==> src/design/acccr_pkg.sv <==
// Register map, field layout and reset values of the channel trim register bank
package acccr_pkg;
  localparam int REG_COUNT = 6;
  localparam int TRIM_W = 24;
  localparam logic [5:0] IDX_CH2_GAIN_HI = 6'h16;
  localparam logic [5:0] IDX_CH2_GAIN_LO = 6'h17;
  localparam logic [5:0] IDX_CH3_CONFIG = 6'h18;
  localparam logic [5:0] IDX_CH3_OFFSET_HI = 6'h19;
  localparam logic [5:0] IDX_CH3_OFFSET_LO = 6'h1A;
  localparam logic [5:0] IDX_CH3_GAIN_HI = 6'h1B;
  localparam logic [5:0] IDX_NONE = 6'h3F;
  localparam logic [15:0] RST_CH2_GAIN_HI = 16'h8000;
  localparam logic [15:0] RST_CH2_GAIN_LO = 16'h0000;
  localparam logic [15:0] RST_CH3_CONFIG = 16'h0000;
  localparam logic [15:0] RST_CH3_OFFSET_HI = 16'h0000;
  localparam logic [15:0] RST_CH3_OFFSET_LO = 16'h0000;
  localparam logic [15:0] RST_CH3_GAIN_HI = 16'h8000;
  localparam logic [15:0] WMASK_FULL = 16'hFFFF;
  localparam logic [15:0] WMASK_LOW_WORD = 16'hFF00;
  localparam logic [15:0] WMASK_CONFIG = 16'hFFC7;
  localparam int CFG_DELAY_LSB = 6;
  localparam int CFG_DELAY_W = 10;
  localparam int CFG_DC_OFF_BIT = 2;
  localparam int CFG_SEL_LSB = 0;
  localparam int LOW_FIELD_LSB = 8;
  localparam logic [1:0] RESP_OKAY = 2'h0;
  localparam logic [1:0] RESP_SLVERR = 2'h2;
  typedef enum logic [1:0] {
    SEL_OWN_PAIR = 2'h0,
    SEL_SHORTED = 2'h1,
    SEL_POS_TEST = 2'h2,
    SEL_NEG_TEST = 2'h3
  } acccr_sel_type;
endpackage

==> src/design/acccr_bank_if.sv <==
// Connection between the bus front end and the trim register bank
`timescale 1ns/1ps
interface acccr_bank_if;
  logic wr_en;
  logic [5:0] wr_index;
  logic [15:0] wr_data;
  logic [1:0] wr_strb;
  logic wr_hit;
  logic [5:0] rd_index;
  logic [15:0] rd_data;
  logic rd_hit;
  logic [15:0] words [acccr_pkg::REG_COUNT];
  modport bank (input wr_en, wr_index, wr_data, wr_strb, rd_index,
                output wr_hit, rd_data, rd_hit, words);
  modport ctrl (output wr_en, wr_index, wr_data, wr_strb, rd_index,
                input wr_hit, rd_data, rd_hit, words);
endinterface

==> src/design/acccr_reg_bank.sv <==
// Storage of the six 16-bit trim and configuration words
`timescale 1ns/1ps
module acccr_reg_bank (
  input wire logic clk,
  input wire logic rst_n,
  input wire logic clk_en,
  acccr_bank_if.bank bus
);
  function automatic logic [15:0] word_mask(input logic [5:0] idx);
    case (idx)
      acccr_pkg::IDX_CH2_GAIN_LO, acccr_pkg::IDX_CH3_OFFSET_LO: word_mask = acccr_pkg::WMASK_LOW_WORD;
      acccr_pkg::IDX_CH3_CONFIG: word_mask = acccr_pkg::WMASK_CONFIG;
      default: word_mask = acccr_pkg::WMASK_FULL;
    endcase
  endfunction

  function automatic logic [15:0] word_reset(input logic [5:0] idx);
    case (idx)
      acccr_pkg::IDX_CH2_GAIN_HI: word_reset = acccr_pkg::RST_CH2_GAIN_HI;
      acccr_pkg::IDX_CH2_GAIN_LO: word_reset = acccr_pkg::RST_CH2_GAIN_LO;
      acccr_pkg::IDX_CH3_CONFIG: word_reset = acccr_pkg::RST_CH3_CONFIG;
      acccr_pkg::IDX_CH3_OFFSET_HI: word_reset = acccr_pkg::RST_CH3_OFFSET_HI;
      acccr_pkg::IDX_CH3_OFFSET_LO: word_reset = acccr_pkg::RST_CH3_OFFSET_LO;
      default: word_reset = acccr_pkg::RST_CH3_GAIN_HI;
    endcase
  endfunction

  function automatic logic in_range(input logic [5:0] idx);
    in_range = (idx >= acccr_pkg::IDX_CH2_GAIN_HI) && (idx <= acccr_pkg::IDX_CH3_GAIN_HI);
  endfunction

  wire [15:0] lane_mask = {{8{bus.wr_strb[1]}}, {8{bus.wr_strb[0]}}};
  wire [5:0] rd_slot = bus.rd_index - acccr_pkg::IDX_CH2_GAIN_HI;

  genvar i;
  for (i = 0; i < acccr_pkg::REG_COUNT; i++) begin : g_word
    localparam logic [5:0] IDX = 6'(acccr_pkg::IDX_CH2_GAIN_HI + i);
    // Reserved bits never take a write, so they keep their zero reset value
    wire [15:0] keep = lane_mask & word_mask(IDX); // RQ3
    logic [15:0] word;
    always_ff @(posedge clk) begin
      if (!rst_n) begin
        word <= word_reset(IDX); // RQ1 RQ4 RQ8 RQ9 RQ11
      end else if (clk_en && bus.wr_en && bus.wr_index == IDX) begin
        word <= (word & ~keep) | (bus.wr_data & keep); // RQ1 RQ8 RQ9 RQ10 RQ12
      end
    end
    assign bus.words[i] = word;
  end

  assign bus.wr_hit = in_range(bus.wr_index);
  assign bus.rd_hit = in_range(bus.rd_index);
  assign bus.rd_data = bus.rd_hit ? bus.words[rd_slot[2:0]] : 16'h0000;
endmodule

==> src/design/acccr_regs_top.sv <==
// AXI4-Lite slave exposing the channel 2 and channel 3 trim and configuration registers
// Operation
// [RQ1] Channel 2 gain low byte at 17h, reset zero
// [RQ2] Gain trims are unsigned 24-bit, one is 800000h
// [RQ3] Reserved bits ignore writes and read zero
// [RQ4] Channel 3 configuration at 18h resets to zero
// [RQ5] Config bits 15:6 hold signed sample delay
// [RQ6] Config bit 2 turns channel DC filter off
// [RQ7] Config bits 1:0 select channel input source
// [RQ8] Offset trim bits 23:8 at 19h, reset zero
// [RQ9] Offset trim bits 7:0 at 1Ah upper byte
// [RQ10] Gain trim bits 23:8 at 1Bh, read-write
// [RQ11] Channel 3 gain high word resets to 8000h
// [RQ12] Channel 2 gain high word holds bits 23:8
// [RQ13] Trim is high word joined with low byte; channel 3 gain trim joins its high word with 00h instead
//
// Implementation choice: the AXI4-Lite interface to the registers.
`timescale 1ns/1ps
module acccr_regs_top #(
  parameter int ADDR_W = 8
) (
  input wire logic SYS_CLK,
  input wire logic RESETN,
  input wire logic CLK_EN,
  input wire logic [ADDR_W-1:0] S_AXI_AWADDR,
  input wire logic S_AXI_AWVALID,
  output logic S_AXI_AWREADY,
  input wire logic [31:0] S_AXI_WDATA,
  input wire logic [3:0] S_AXI_WSTRB,
  input wire logic S_AXI_WVALID,
  output logic S_AXI_WREADY,
  output logic [1:0] S_AXI_BRESP,
  output logic S_AXI_BVALID,
  input wire logic S_AXI_BREADY,
  input wire logic [ADDR_W-1:0] S_AXI_ARADDR,
  input wire logic S_AXI_ARVALID,
  output logic S_AXI_ARREADY,
  output logic [31:0] S_AXI_RDATA,
  output logic [1:0] S_AXI_RRESP,
  output logic S_AXI_RVALID,
  input wire logic S_AXI_RREADY,
  input wire logic GLOBAL_DC_FILTER_SETTING,
  output logic [23:0] CH2_GAIN_TRIM,
  output logic [23:0] CH3_GAIN_TRIM,
  output logic [23:0] CH3_OFFSET_TRIM,
  output logic [9:0] CH3_SAMPLE_DELAY,
  output logic CH3_DC_FILTER_OFF,
  output logic CH3_DC_FILTER_ACTIVE,
  output logic [1:0] CH3_INPUT_SELECT
);
  localparam int LO = acccr_pkg::LOW_FIELD_LSB;
  localparam int DL = acccr_pkg::CFG_DELAY_LSB;
  localparam int DW = acccr_pkg::CFG_DELAY_W;
  localparam int DC = acccr_pkg::CFG_DC_OFF_BIT;
  localparam int SL = acccr_pkg::CFG_SEL_LSB;

  if (ADDR_W < 7 || ADDR_W > 32) begin : g_bad_addr_w
    $error("ADDR_W must lie between 7 and 32");
  end

  // Word slots inside the bank
  localparam int S_G2H = 0;
  localparam int S_G2L = 1;
  localparam int S_CFG = 2;
  localparam int S_O3H = 3;
  localparam int S_O3L = 4;
  localparam int S_G3H = 5;

  acccr_bank_if bus ();

  acccr_reg_bank u_bank (
    .clk(SYS_CLK),
    .rst_n(RESETN),
    .clk_en(CLK_EN),
    .bus(bus)
  );

  // Bits above the word index must be zero, otherwise the access is unmapped
  function automatic logic [5:0] to_index(input logic [ADDR_W-1:0] addr);
    logic [31:0] wide;
    wide = 32'(addr);
    if (wide[31:8] != 24'h000000) begin
      to_index = acccr_pkg::IDX_NONE;
    end else begin
      to_index = wide[7:2];
    end
  endfunction

  function automatic logic [23:0] join_trim(input logic [15:0] hi, input logic [15:0] lo);
    join_trim = {hi, lo[15:LO]}; // RQ13
  endfunction

  logic [5:0] aw_index;
  logic [15:0] w_data;
  logic [1:0] w_strb;

  wire aw_take = CLK_EN && S_AXI_AWVALID && S_AXI_AWREADY;
  wire w_take = CLK_EN && S_AXI_WVALID && S_AXI_WREADY;
  wire b_done = CLK_EN && S_AXI_BVALID && S_AXI_BREADY;
  wire ar_take = CLK_EN && S_AXI_ARVALID && S_AXI_ARREADY;
  wire r_done = CLK_EN && S_AXI_RVALID && S_AXI_RREADY;
  // Address and data both held and no response pending
  wire wr_fire = CLK_EN && !S_AXI_AWREADY && !S_AXI_WREADY && !S_AXI_BVALID;
  wire [15:0] cfg_word = bus.words[S_CFG];

  assign bus.wr_en = wr_fire;
  assign bus.wr_index = aw_index;
  assign bus.wr_data = w_data;
  assign bus.wr_strb = w_strb;
  assign bus.rd_index = to_index(S_AXI_ARADDR);

  always_ff @(posedge SYS_CLK) begin
    if (!RESETN) begin
      S_AXI_AWREADY <= 1'b1;
      aw_index <= acccr_pkg::IDX_NONE;
    end else if (aw_take) begin
      S_AXI_AWREADY <= 1'b0;
      aw_index <= to_index(S_AXI_AWADDR);
    end else if (b_done) begin
      S_AXI_AWREADY <= 1'b1;
    end
  end

  // Upper data lanes have no storage; their strobes are ignored
  always_ff @(posedge SYS_CLK) begin
    if (!RESETN) begin
      S_AXI_WREADY <= 1'b1;
      w_data <= 16'h0000;
      w_strb <= 2'h0;
    end else if (w_take) begin
      S_AXI_WREADY <= 1'b0;
      w_data <= S_AXI_WDATA[15:0];
      w_strb <= S_AXI_WSTRB[1:0];
    end else if (b_done) begin
      S_AXI_WREADY <= 1'b1;
    end
  end

  always_ff @(posedge SYS_CLK) begin
    if (!RESETN) begin
      S_AXI_BVALID <= 1'b0;
      S_AXI_BRESP <= acccr_pkg::RESP_OKAY;
    end else if (wr_fire) begin
      S_AXI_BVALID <= 1'b1;
      S_AXI_BRESP <= bus.wr_hit ? acccr_pkg::RESP_OKAY : acccr_pkg::RESP_SLVERR;
    end else if (b_done) begin
      S_AXI_BVALID <= 1'b0;
    end
  end

  always_ff @(posedge SYS_CLK) begin
    if (!RESETN) begin
      S_AXI_ARREADY <= 1'b1;
      S_AXI_RVALID <= 1'b0;
      S_AXI_RDATA <= 32'h00000000;
      S_AXI_RRESP <= acccr_pkg::RESP_OKAY;
    end else if (ar_take) begin
      S_AXI_ARREADY <= 1'b0;
      S_AXI_RVALID <= 1'b1;
      S_AXI_RDATA <= {16'h0000, bus.rd_data}; // RQ3
      S_AXI_RRESP <= bus.rd_hit ? acccr_pkg::RESP_OKAY : acccr_pkg::RESP_SLVERR;
    end else if (r_done) begin
      S_AXI_ARREADY <= 1'b1;
      S_AXI_RVALID <= 1'b0;
    end
  end

  // Values seen by the filter path lag a register write by one cycle
  always_ff @(posedge SYS_CLK) begin
    if (!RESETN) begin
      CH2_GAIN_TRIM <= join_trim(acccr_pkg::RST_CH2_GAIN_HI, acccr_pkg::RST_CH2_GAIN_LO);
      CH3_GAIN_TRIM <= {acccr_pkg::RST_CH3_GAIN_HI, 8'h00}; // RQ11
      CH3_OFFSET_TRIM <= join_trim(acccr_pkg::RST_CH3_OFFSET_HI, acccr_pkg::RST_CH3_OFFSET_LO);
      CH3_SAMPLE_DELAY <= 10'h000;
      CH3_DC_FILTER_OFF <= 1'b0;
      CH3_DC_FILTER_ACTIVE <= 1'b0;
      CH3_INPUT_SELECT <= acccr_pkg::SEL_OWN_PAIR; // RQ4
    end else if (CLK_EN) begin
      CH2_GAIN_TRIM <= join_trim(bus.words[S_G2H], bus.words[S_G2L]); // RQ2 RQ12
      // Gain low byte of channel 3 lives outside this bank and reads as zero here
      CH3_GAIN_TRIM <= {bus.words[S_G3H], 8'h00}; // RQ10
      CH3_OFFSET_TRIM <= join_trim(bus.words[S_O3H], bus.words[S_O3L]); // RQ8 RQ9
      CH3_SAMPLE_DELAY <= cfg_word[DL +: DW]; // RQ5
      CH3_DC_FILTER_OFF <= cfg_word[DC]; // RQ6
      CH3_DC_FILTER_ACTIVE <= GLOBAL_DC_FILTER_SETTING && !cfg_word[DC]; // RQ6
      CH3_INPUT_SELECT <= cfg_word[SL +: 2]; // RQ7
    end
  end
endmodule

==> config.mk <==
export PLATFORM = sky130hd
export DESIGN_NAME = acccr_regs_top
export DESIGN_NICKNAME = d
export VERILOG_FILES = /design/src/design/acccr_pkg.sv /design/src/design/acccr_bank_if.sv /design/src/design/acccr_reg_bank.sv /design/src/design/acccr_regs_top.sv
export SDC_FILE = /design/constraint.sdc
export NUM_CORES = 1
export LEC_CHECK = 0
export ABC_AREA = 1
export BUFFER_PORTS_ARGS = -buffer_cell sky130_fd_sc_hd__buf_2
export CAP_MARGIN = 20
export CELL_PAD_IN_SITES_DETAIL_PLACEMENT = 1
export CELL_PAD_IN_SITES_GLOBAL_PLACEMENT = 2
export CORE_MARGIN = 5
export CORE_UTILIZATION = 28
export CTS_BUF_LIST = sky130_fd_sc_hd__clkbuf_4 sky130_fd_sc_hd__clkbuf_8
export DETAILED_ROUTE_END_ITERATION = 10
export PLACE_DENSITY = 0.76
export SETUP_SLACK_MARGIN = 0.15
export SLEW_MARGIN = 40
export SYNTH_ARGS = -nofsm -noshare
export SYNTH_HDL_FRONTEND = slang
export SYNTH_SLANG_ARGS = --single-unit
==> constraint.sdc <==
create_clock -name SYS_CLK -period 1.2 [get_ports SYS_CLK]
set_input_delay 0.12 -clock SYS_CLK [delete_from_list [all_inputs] [get_ports SYS_CLK]]
set_output_delay 0.12 -clock SYS_CLK [all_outputs]
set_load 0.01 [all_outputs]
==> results of run 1 <==
## cell usage in the layout, fill, tap and decap left out, types with 2 or more instances in the layout
cell,count
nor2_1,260
nand2_1,156
buf_6,124
dfxtp_2,108
o21ai_0,103
dfxtp_1,91
buf_4,67
nand3_1,59
inv_1,49
clkbuf_8,48
a21oi_1,40
a21oi_2,37
buf_2,37
dlygate4sd3_1,29
conb_1,26
o21ai_1,23
buf_12,20
nor2_4,19
nor2_2,19
o21ai_2,19
nand2_2,17
nand4_1,16
clkbuf_4,15
nand3_2,14
o21ai_4,9
nand3_4,8
nor3_1,8
inv_2,6
inv_4,5
buf_8,5
dfxtp_4,3
nand2_8,3
nand2_4,3
bufinv_16,3
clkinv_4,2
o211ai_1,2
clkinv_2,2
## layout make-up
cell class | count | share of cell area [%]
multi-input combinational | 843 | 33.7
sequential | 202 | 32.0
timing repair buffer | 283 | 21.9
clock buffer | 63 | 5.90
tap | 390 | 3.72
inverter | 63 | 2.03
clock inverter | 5 | 0.764
timing repair inverter | 1 | 0.0573
## how the worst max path moves through the flow
stage / from / endpoint / cells past startpoint
after floorplan: S_AXI_WREADY$_SDFFE_PN1P_ / flip-flop / 6
after global placement: S_AXI_WREADY$_SDFFE_PN1P_ / flip-flop / 6
after detailed placement: S_AXI_AWREADY$_SDFFE_PN1P_ / flip-flop / 6
after CTS: S_AXI_BVALID$_SDFFE_PN0P_ / flip-flop / 7
after global routing: aw_index[5]$_SDFFE_PN1P_ / flip-flop / 9
final: aw_index[1]$_SDFFE_PN1P_ / flip-flop / 8
## metrics by stage
step | util (%) | instances
final | 44.3 | 1850
after global routing | 44.3 | 1850
after CTS | 42.5 | 1832
after detailed placement | 33.9 | 1716
after global placement | 33.9 | 1716
after floorplan | - | 1201
## power by group through the flow
stage	combinational [uW]	sequential, uW	clock [uW]
finish	2060	7120	7680
global route	2230	7150	8170
CTS	1930	7120	7850
detailed placement	1510	7210	0
global placement	1490	7200	0
floorplan	791	7230	0
## critical path, stage by stage (launching register included)
cell and delay (ns):
dfxtp_1 0.36, buf_4 0.14, nand2_1 0.07, inv_1 0.12, buf_4 0.15, nand2_8 0.08, nor2_4 0.21, o21ai_1 0.10
nor2_1 0.09
## cells by family (layout without fill, tap and decap cells)
| group | count (synthesis) | in the layout | share of synthesized area (%) |
|---|---|---|---|
| AOI/OAI and AO/OA | 234 | 234 | 14.1 |
| and+or+nand+nor | 581 | 583 | 28.9 |
| DFF | 202 | 202 | 48.3 |
| buffers and inverters | 158 | 415 | 8.60 |
| other | 1 | 26 | 0.0448 |
## layer usage
metal	wire, um	vias to the layer above
li1	-	4285
met1	15600	4203
met2	16100	219
met3	1640	54
met4	840	0
met5	0	-
## timing repair
item	in CTS	in global routing
cloned	8	0
gates resized for setup	342	114
endpoints found under the setup margin	220	233
hold endpoints to repair	39	2
pin swaps	42	53
setup buffers	10	18
==> impl_results.md, run 1 <==
- Maximum fanout along the worst path: 9
- Clock skew: between 0.02 and 0.025 ns
- Peak supply drop: 596 uV
- Number of synthesized flops with an enable pin: 0
- Hold path endpoint: bus.wr_data[1]$_SDFFE_PN0P_
- Commonest cells post-synth: nor2_1, dfxtp_1, nand2_1
- Core Footprint: 29600 um2
- RSZ-0062 raised after global routing: true
- GRT met2 Usage: between 30% and 40%
- Total GRT Usage: 19.7%
- Final setup vio count: 83
- Routed Antenna Nets: 0
- Register bit total from synthesis: 202
- Final WS setup: -0.194 ns
- Logic pwr share: 12.2%
- Post-synth ARST share: 0%
- CTS Root Cell: clkbuf_8
- R2r worst-path depth: 8
- WL/cell: 18.5 um
- Busiest layer in global routing: met2
- Worst min-delay path class: in2reg
- CTS tree: yes
- Total Neg Setup Slack: -11.48 ns
- Final wirelength: between 30000 and 40000 um
- DR DRC count: 0
- Number of global-route vias before repair: 9027
- Switching Fraction: 25.7%
- GR Util met3: 3.35%
- Hold Slack: -0.0246 ns
- Fillers: 3523
- Mapped cell area: 8370 um2
- Crit Reg-Reg Startpoint: aw_index[1]$_SDFFE_PN1P_
- Antenna cells: 0
- Max Cap Viol: 0
- Top-count cell post-synth: nor2_1
- Clock transition at path regs: 0.06 ns
- Area leader, netlist: dfxtp_1
- Min-Delay Path Depth: 3
- Share of cells above drive strength 1: slightly above 40%
- Fin crit period: 1.39 ns
- Port Buf Inserts: about 140
- Cell count after synthesis: 1176
- Initial antenna violation count: 0
- Grt total ovfl: 0
- Dpl hpwl: between 20000 and 25000 um
- FF/Latch Area: roughly 4200 um2
- Setup slack, reg-to-reg: -0.19 ns
- Syn_area_per_cell: 7.11 um2
- Placed cell area: 10000 um2
- Top cells by area, synth: dfxtp_1, nor2_1, o21ai_0
- Syn. warnings: 0
- Avg Vias per Cell: roughly 4.7
- Power Total: 16900 uW
- Arrival time worst endpoint: 1.85 ns
- P_int: 12500 uW
- Fin. Hold Viols: 2
- Initial core utilization: between 20 and 30%
- Failing checks: negative hold slack, negative setup slack
- Required time worst endpoint: 1.66 ns
- Initial DRC count: 412
- Period utilization: 116%
- Pin count of the biggest net entering global routing: 69
- Critical path launch point type: flip-flop
- Status: complete, but fails checks
- First-pass GRT wire length: 52500 um
- Pre-antenna DRT Iters: 4
- Die Ht: 183 um
- Synth top area share: approximately half
- Worst setup EP type: flip-flop
- Area Growth Syn to Fin: 56.6%
- Die area: about 33000 um2
- Sequential area share after synthesis: 48.3%
- PwrDens: between 1000 and 1500 nW/um2
- H-Tree Depth: 2
- Crit Path Class: reg2reg
- Fmax: around 720 MHz
- Footprint of the multi-input gates: between 4000 and 5000 um2
- Main synth FF type: dfxtp_1
- Max Root-Sink Buffers: 3
- Sw Pwr: 4330 uW
- Design Area, Final: roughly 13000 um2
- Synth cell types: 22
- Relative slew slack: 62.3%
- Hold_sp: RESETN
- Max Slew Vio Count: 0
- GRT met1 Usage: 27.0%
- Final nets: 1493
- # rows: 63
- # hold bufs at CTS: 30
- Worst slack, placed: -0.212 ns
- Reg power frac: a little over two fifths
- Worst slew pin tran: 0.565 ns
- Final Wtd Congestion: 0.837
- Clock power frac: 45.5%
- CTS buffer count: 38
- Die width: 183 um
- P_leak: 0.00554 uW
- Ports: around 190
- Via count: 8761
- # clock sinks: 202
- Clock latency on the worst-skew pair: between 0.5 and 0.6 ns
Power figures use the tool's default switching activity.
==> run 2: changes to the inputs <==
PLACE_DENSITY = 0.75   (was 0.76)
SKIP_CTS_REPAIR_TIMING = 1   (was default)
SYNTH_HIERARCHICAL = 1   (was default)
==> impl_results.md, run 2 <==
- Placed cell area: 11100 um2 (was 10000 um2)
- Most common cell after layout, fill and taps aside: nor2_1 (unchanged)
- Placed cell count: 1890 (was 1716)
- Initial antenna violation count: 0 (unchanged)
- RSZ-0062 raised after global routing: true (unchanged)
- DR DRC count: 0 (unchanged)
- Fmax: 647 MHz (was 718 MHz)
- CTS buffer count: 38 (unchanged)
- Final wirelength: 36900 um (was 34200 um)
- Worst setup path start: S_AXI_AWREADY$_SDFFE_PN1P_ (was aw_index[1]$_SDFFE_PN1P_)
- P_leak: 0.00622 uW (was 0.00554 uW)
- Final Wtd Congestion: 0.855 (was 0.837)
- Clock skew: 0.0178 ns (was 0.0206 ns)
- Peak supply drop: 690 uV (was 596 uV)
- Die area: 36000 um2 (was 33400 um2)
- Fin crit period: 1.54 ns (was 1.39 ns)
- Total GRT Usage: 18.9% (was 19.7%)
- Number of global-route vias before repair: 9363 (was 9027)
- Port Buf Inserts: 139 (unchanged)
- Clock latency on the worst-skew pair: 0.55 ns (was 0.53 ns)
- Worst setup EP type: flip-flop (unchanged)
- Critical path launch point type: flip-flop (unchanged)
- Reg power frac: 42.9% (was 42.3%)
- Layout Cells excl Fill: 2031 (was 1850)
- Via count: 9611 (was 8761)
- # rows: 65 (was 63)
- Routed Antenna Nets: 0 (unchanged)
- Avg Vias per Cell: 4.73 (was 4.74)
- Syn. warnings: 6 (was 0)
- Grt total ovfl: 0 (unchanged)
- Ports: 188 (unchanged)
- Failing checks: negative setup slack (was negative hold slack, negative setup slack)
- Worst min-delay path class: in2reg (unchanged)
- Clock power frac: 45.3% (was 45.5%)
- Fin. Hold Viols: 0 (was 2)
- Final nets: 1660 (was 1493)
- Dpl hpwl: 25700 um (was 23400 um)
- Pin count of the biggest net entering global routing: 75 (was 69)
- Die width: 190 um (was 183 um)
- CTS tree: yes (unchanged)
- Required time worst endpoint: 1.64 ns (was 1.66 ns)
- Design Area, Final: 13700 um2 (was 13100 um2)
- WL/cell: 18.2 um (was 18.5 um)
- Initial core utilization: 28.5% (was 28.3%)
- P_int: 12000 uW (was 12500 uW)
- # clock sinks: 202 (unchanged)
- Initial DRC count: 452 (was 412)
- Hold_sp: RESETN (unchanged)
- Fillers: 3899 (was 3523)
- Logic pwr share: 11.8% (was 12.2%)
- Area Growth Syn to Fin: 51.3% (was 56.6%)
- Antenna cells: 0 (unchanged)
- Max Cap Viol: 0 (unchanged)
- Period utilization: 129% (was 116%)
- Arrival time worst endpoint: 1.98 ns (was 1.85 ns)
- Clock transition at path regs: 0.06 ns (about the same)
- Core Footprint: 31700 um2 (was 29600 um2)
- Crit Reg-Reg Startpoint: S_AXI_AWREADY$_SDFFE_PN1P_ (was aw_index[1]$_SDFFE_PN1P_)
- Mapped cell area: 9050 um2 (was 8370 um2)
- H-Tree Depth: 2 (unchanged)
- Final WS setup: -0.345 ns (was -0.194 ns)
- Switching Fraction: 27.0% (was 25.7%)
- Share of cells above drive strength 1: 40.3% (was 40.8%)
- CTS Root Cell: clkbuf_8 (unchanged)
- Cell count after synthesis: 1289 (was 1176)
- Status: complete, but fails checks (unchanged)
- Maximum fanout along the worst path: 8 (was 9)
- Crit Path Class: reg2reg (unchanged)
- Sw Pwr: 4440 uW (was 4330 uW)
- Max Root-Sink Buffers: 3 (unchanged)
- Commonest non-fill, non-tap cells in the layout: nor2_1, nand2_1, buf_4 (was nor2_1, nand2_1, buf_6)
- Final setup vio count: 88 (was 83)
- Pre-antenna DRT Iters: 5 (was 4)
- Die Ht: 190 um (was 183 um)
- Syn_area_per_cell: 7.02 um2 (was 7.11 um2)
- Max Slew Vio Count: 0 (unchanged)
- First-pass GRT wire length: 53800 um (was 52500 um)
- PwrDens: 1200 nW/um2 (was 1290 nW/um2)
[run 2: final cells by class]
| type | count | area [um2] | share of cell area, % |
|---|---|---|---|
| multi-input cells | 880 | 4380 | 31.9 |
| flip-flops and latches | 202 | 4210 | 30.7 |
| repair buffers | 352 | 3290 | 24.0 |
| clock buffers | 64 | 818 | 5.97 |
| well taps | 402 | 503 | 3.67 |
| clock inverters | 6 | 30.0 | 0.219 |
| inverters | 125 | 469 | 3.42 |
[run 2: power by group through the flow]
stage | combinational (uW) | clock [uW] | sequential, uW
2_1_floorplan | 900 | 0 | 7210
5_1_grt | 2110 | 7940 | 7070
6_report | 1940 | 7460 | 7050
3_5_place_dp | 1620 | 0 | 7160
3_3_place_gp | 1610 | 0 | 7160
4_1_cts | 1630 | 7650 | 7020
[run 2: worst max-delay path, stage by stage, from the launching register on]
cell     delay [ns]
dfxtp_2        0.34
nor2_4         0.11
nand2_2        0.09
inv_2          0.10
nand2_8        0.09
nor2_8         0.12
nand2_4        0.08
nor2_4         0.19
buf_12         0.17
nand2_1        0.05
nand2_1        0.06
nor2_1         0.04
[run 2: layer usage]
layer | track usage [%] | share of wire, % | vias up
li1 | - | - | 4678
met1 | 25.8 | 45 | 4603
met2 | 30.0 | 46 | 260
met3 | 3.82 | 5.8 | 70
met4 | 6.43 | 3.3 | 0
met5 | 0 | 0 | -
[run 2: per-stage QoR]
step	hold slack, ns	setup TNS [ns]	setup WS, ns	util (%)	total power [uW]
after detailed placement	0.391	-26.19	-0.378	35.1	8780
final	0.0777	-20.37	-0.345	43.2	16400
after global routing	0.0591	-27.85	-0.411	43.2	17100
after floorplan	0.278	-19.83	-0.365	-	8110
after global placement	0.383	-21.26	-0.342	35.1	8770
after CTS	-0.183	-21.61	-0.355	37.8	16300
[run 2: final timing paths]
path,endpoint,slack [ns],cells past startpoint
worst max-delay path,flip-flop,-0.34,11
worst min-delay path,S_AXI_WREADY$_SDFFE_PN1P_,0.08,3
worst max register to register,flip-flop,-0.34,11
worst min register to register,S_AXI_RDATA[15]$_SDFFE_PN0P_,0.47,2
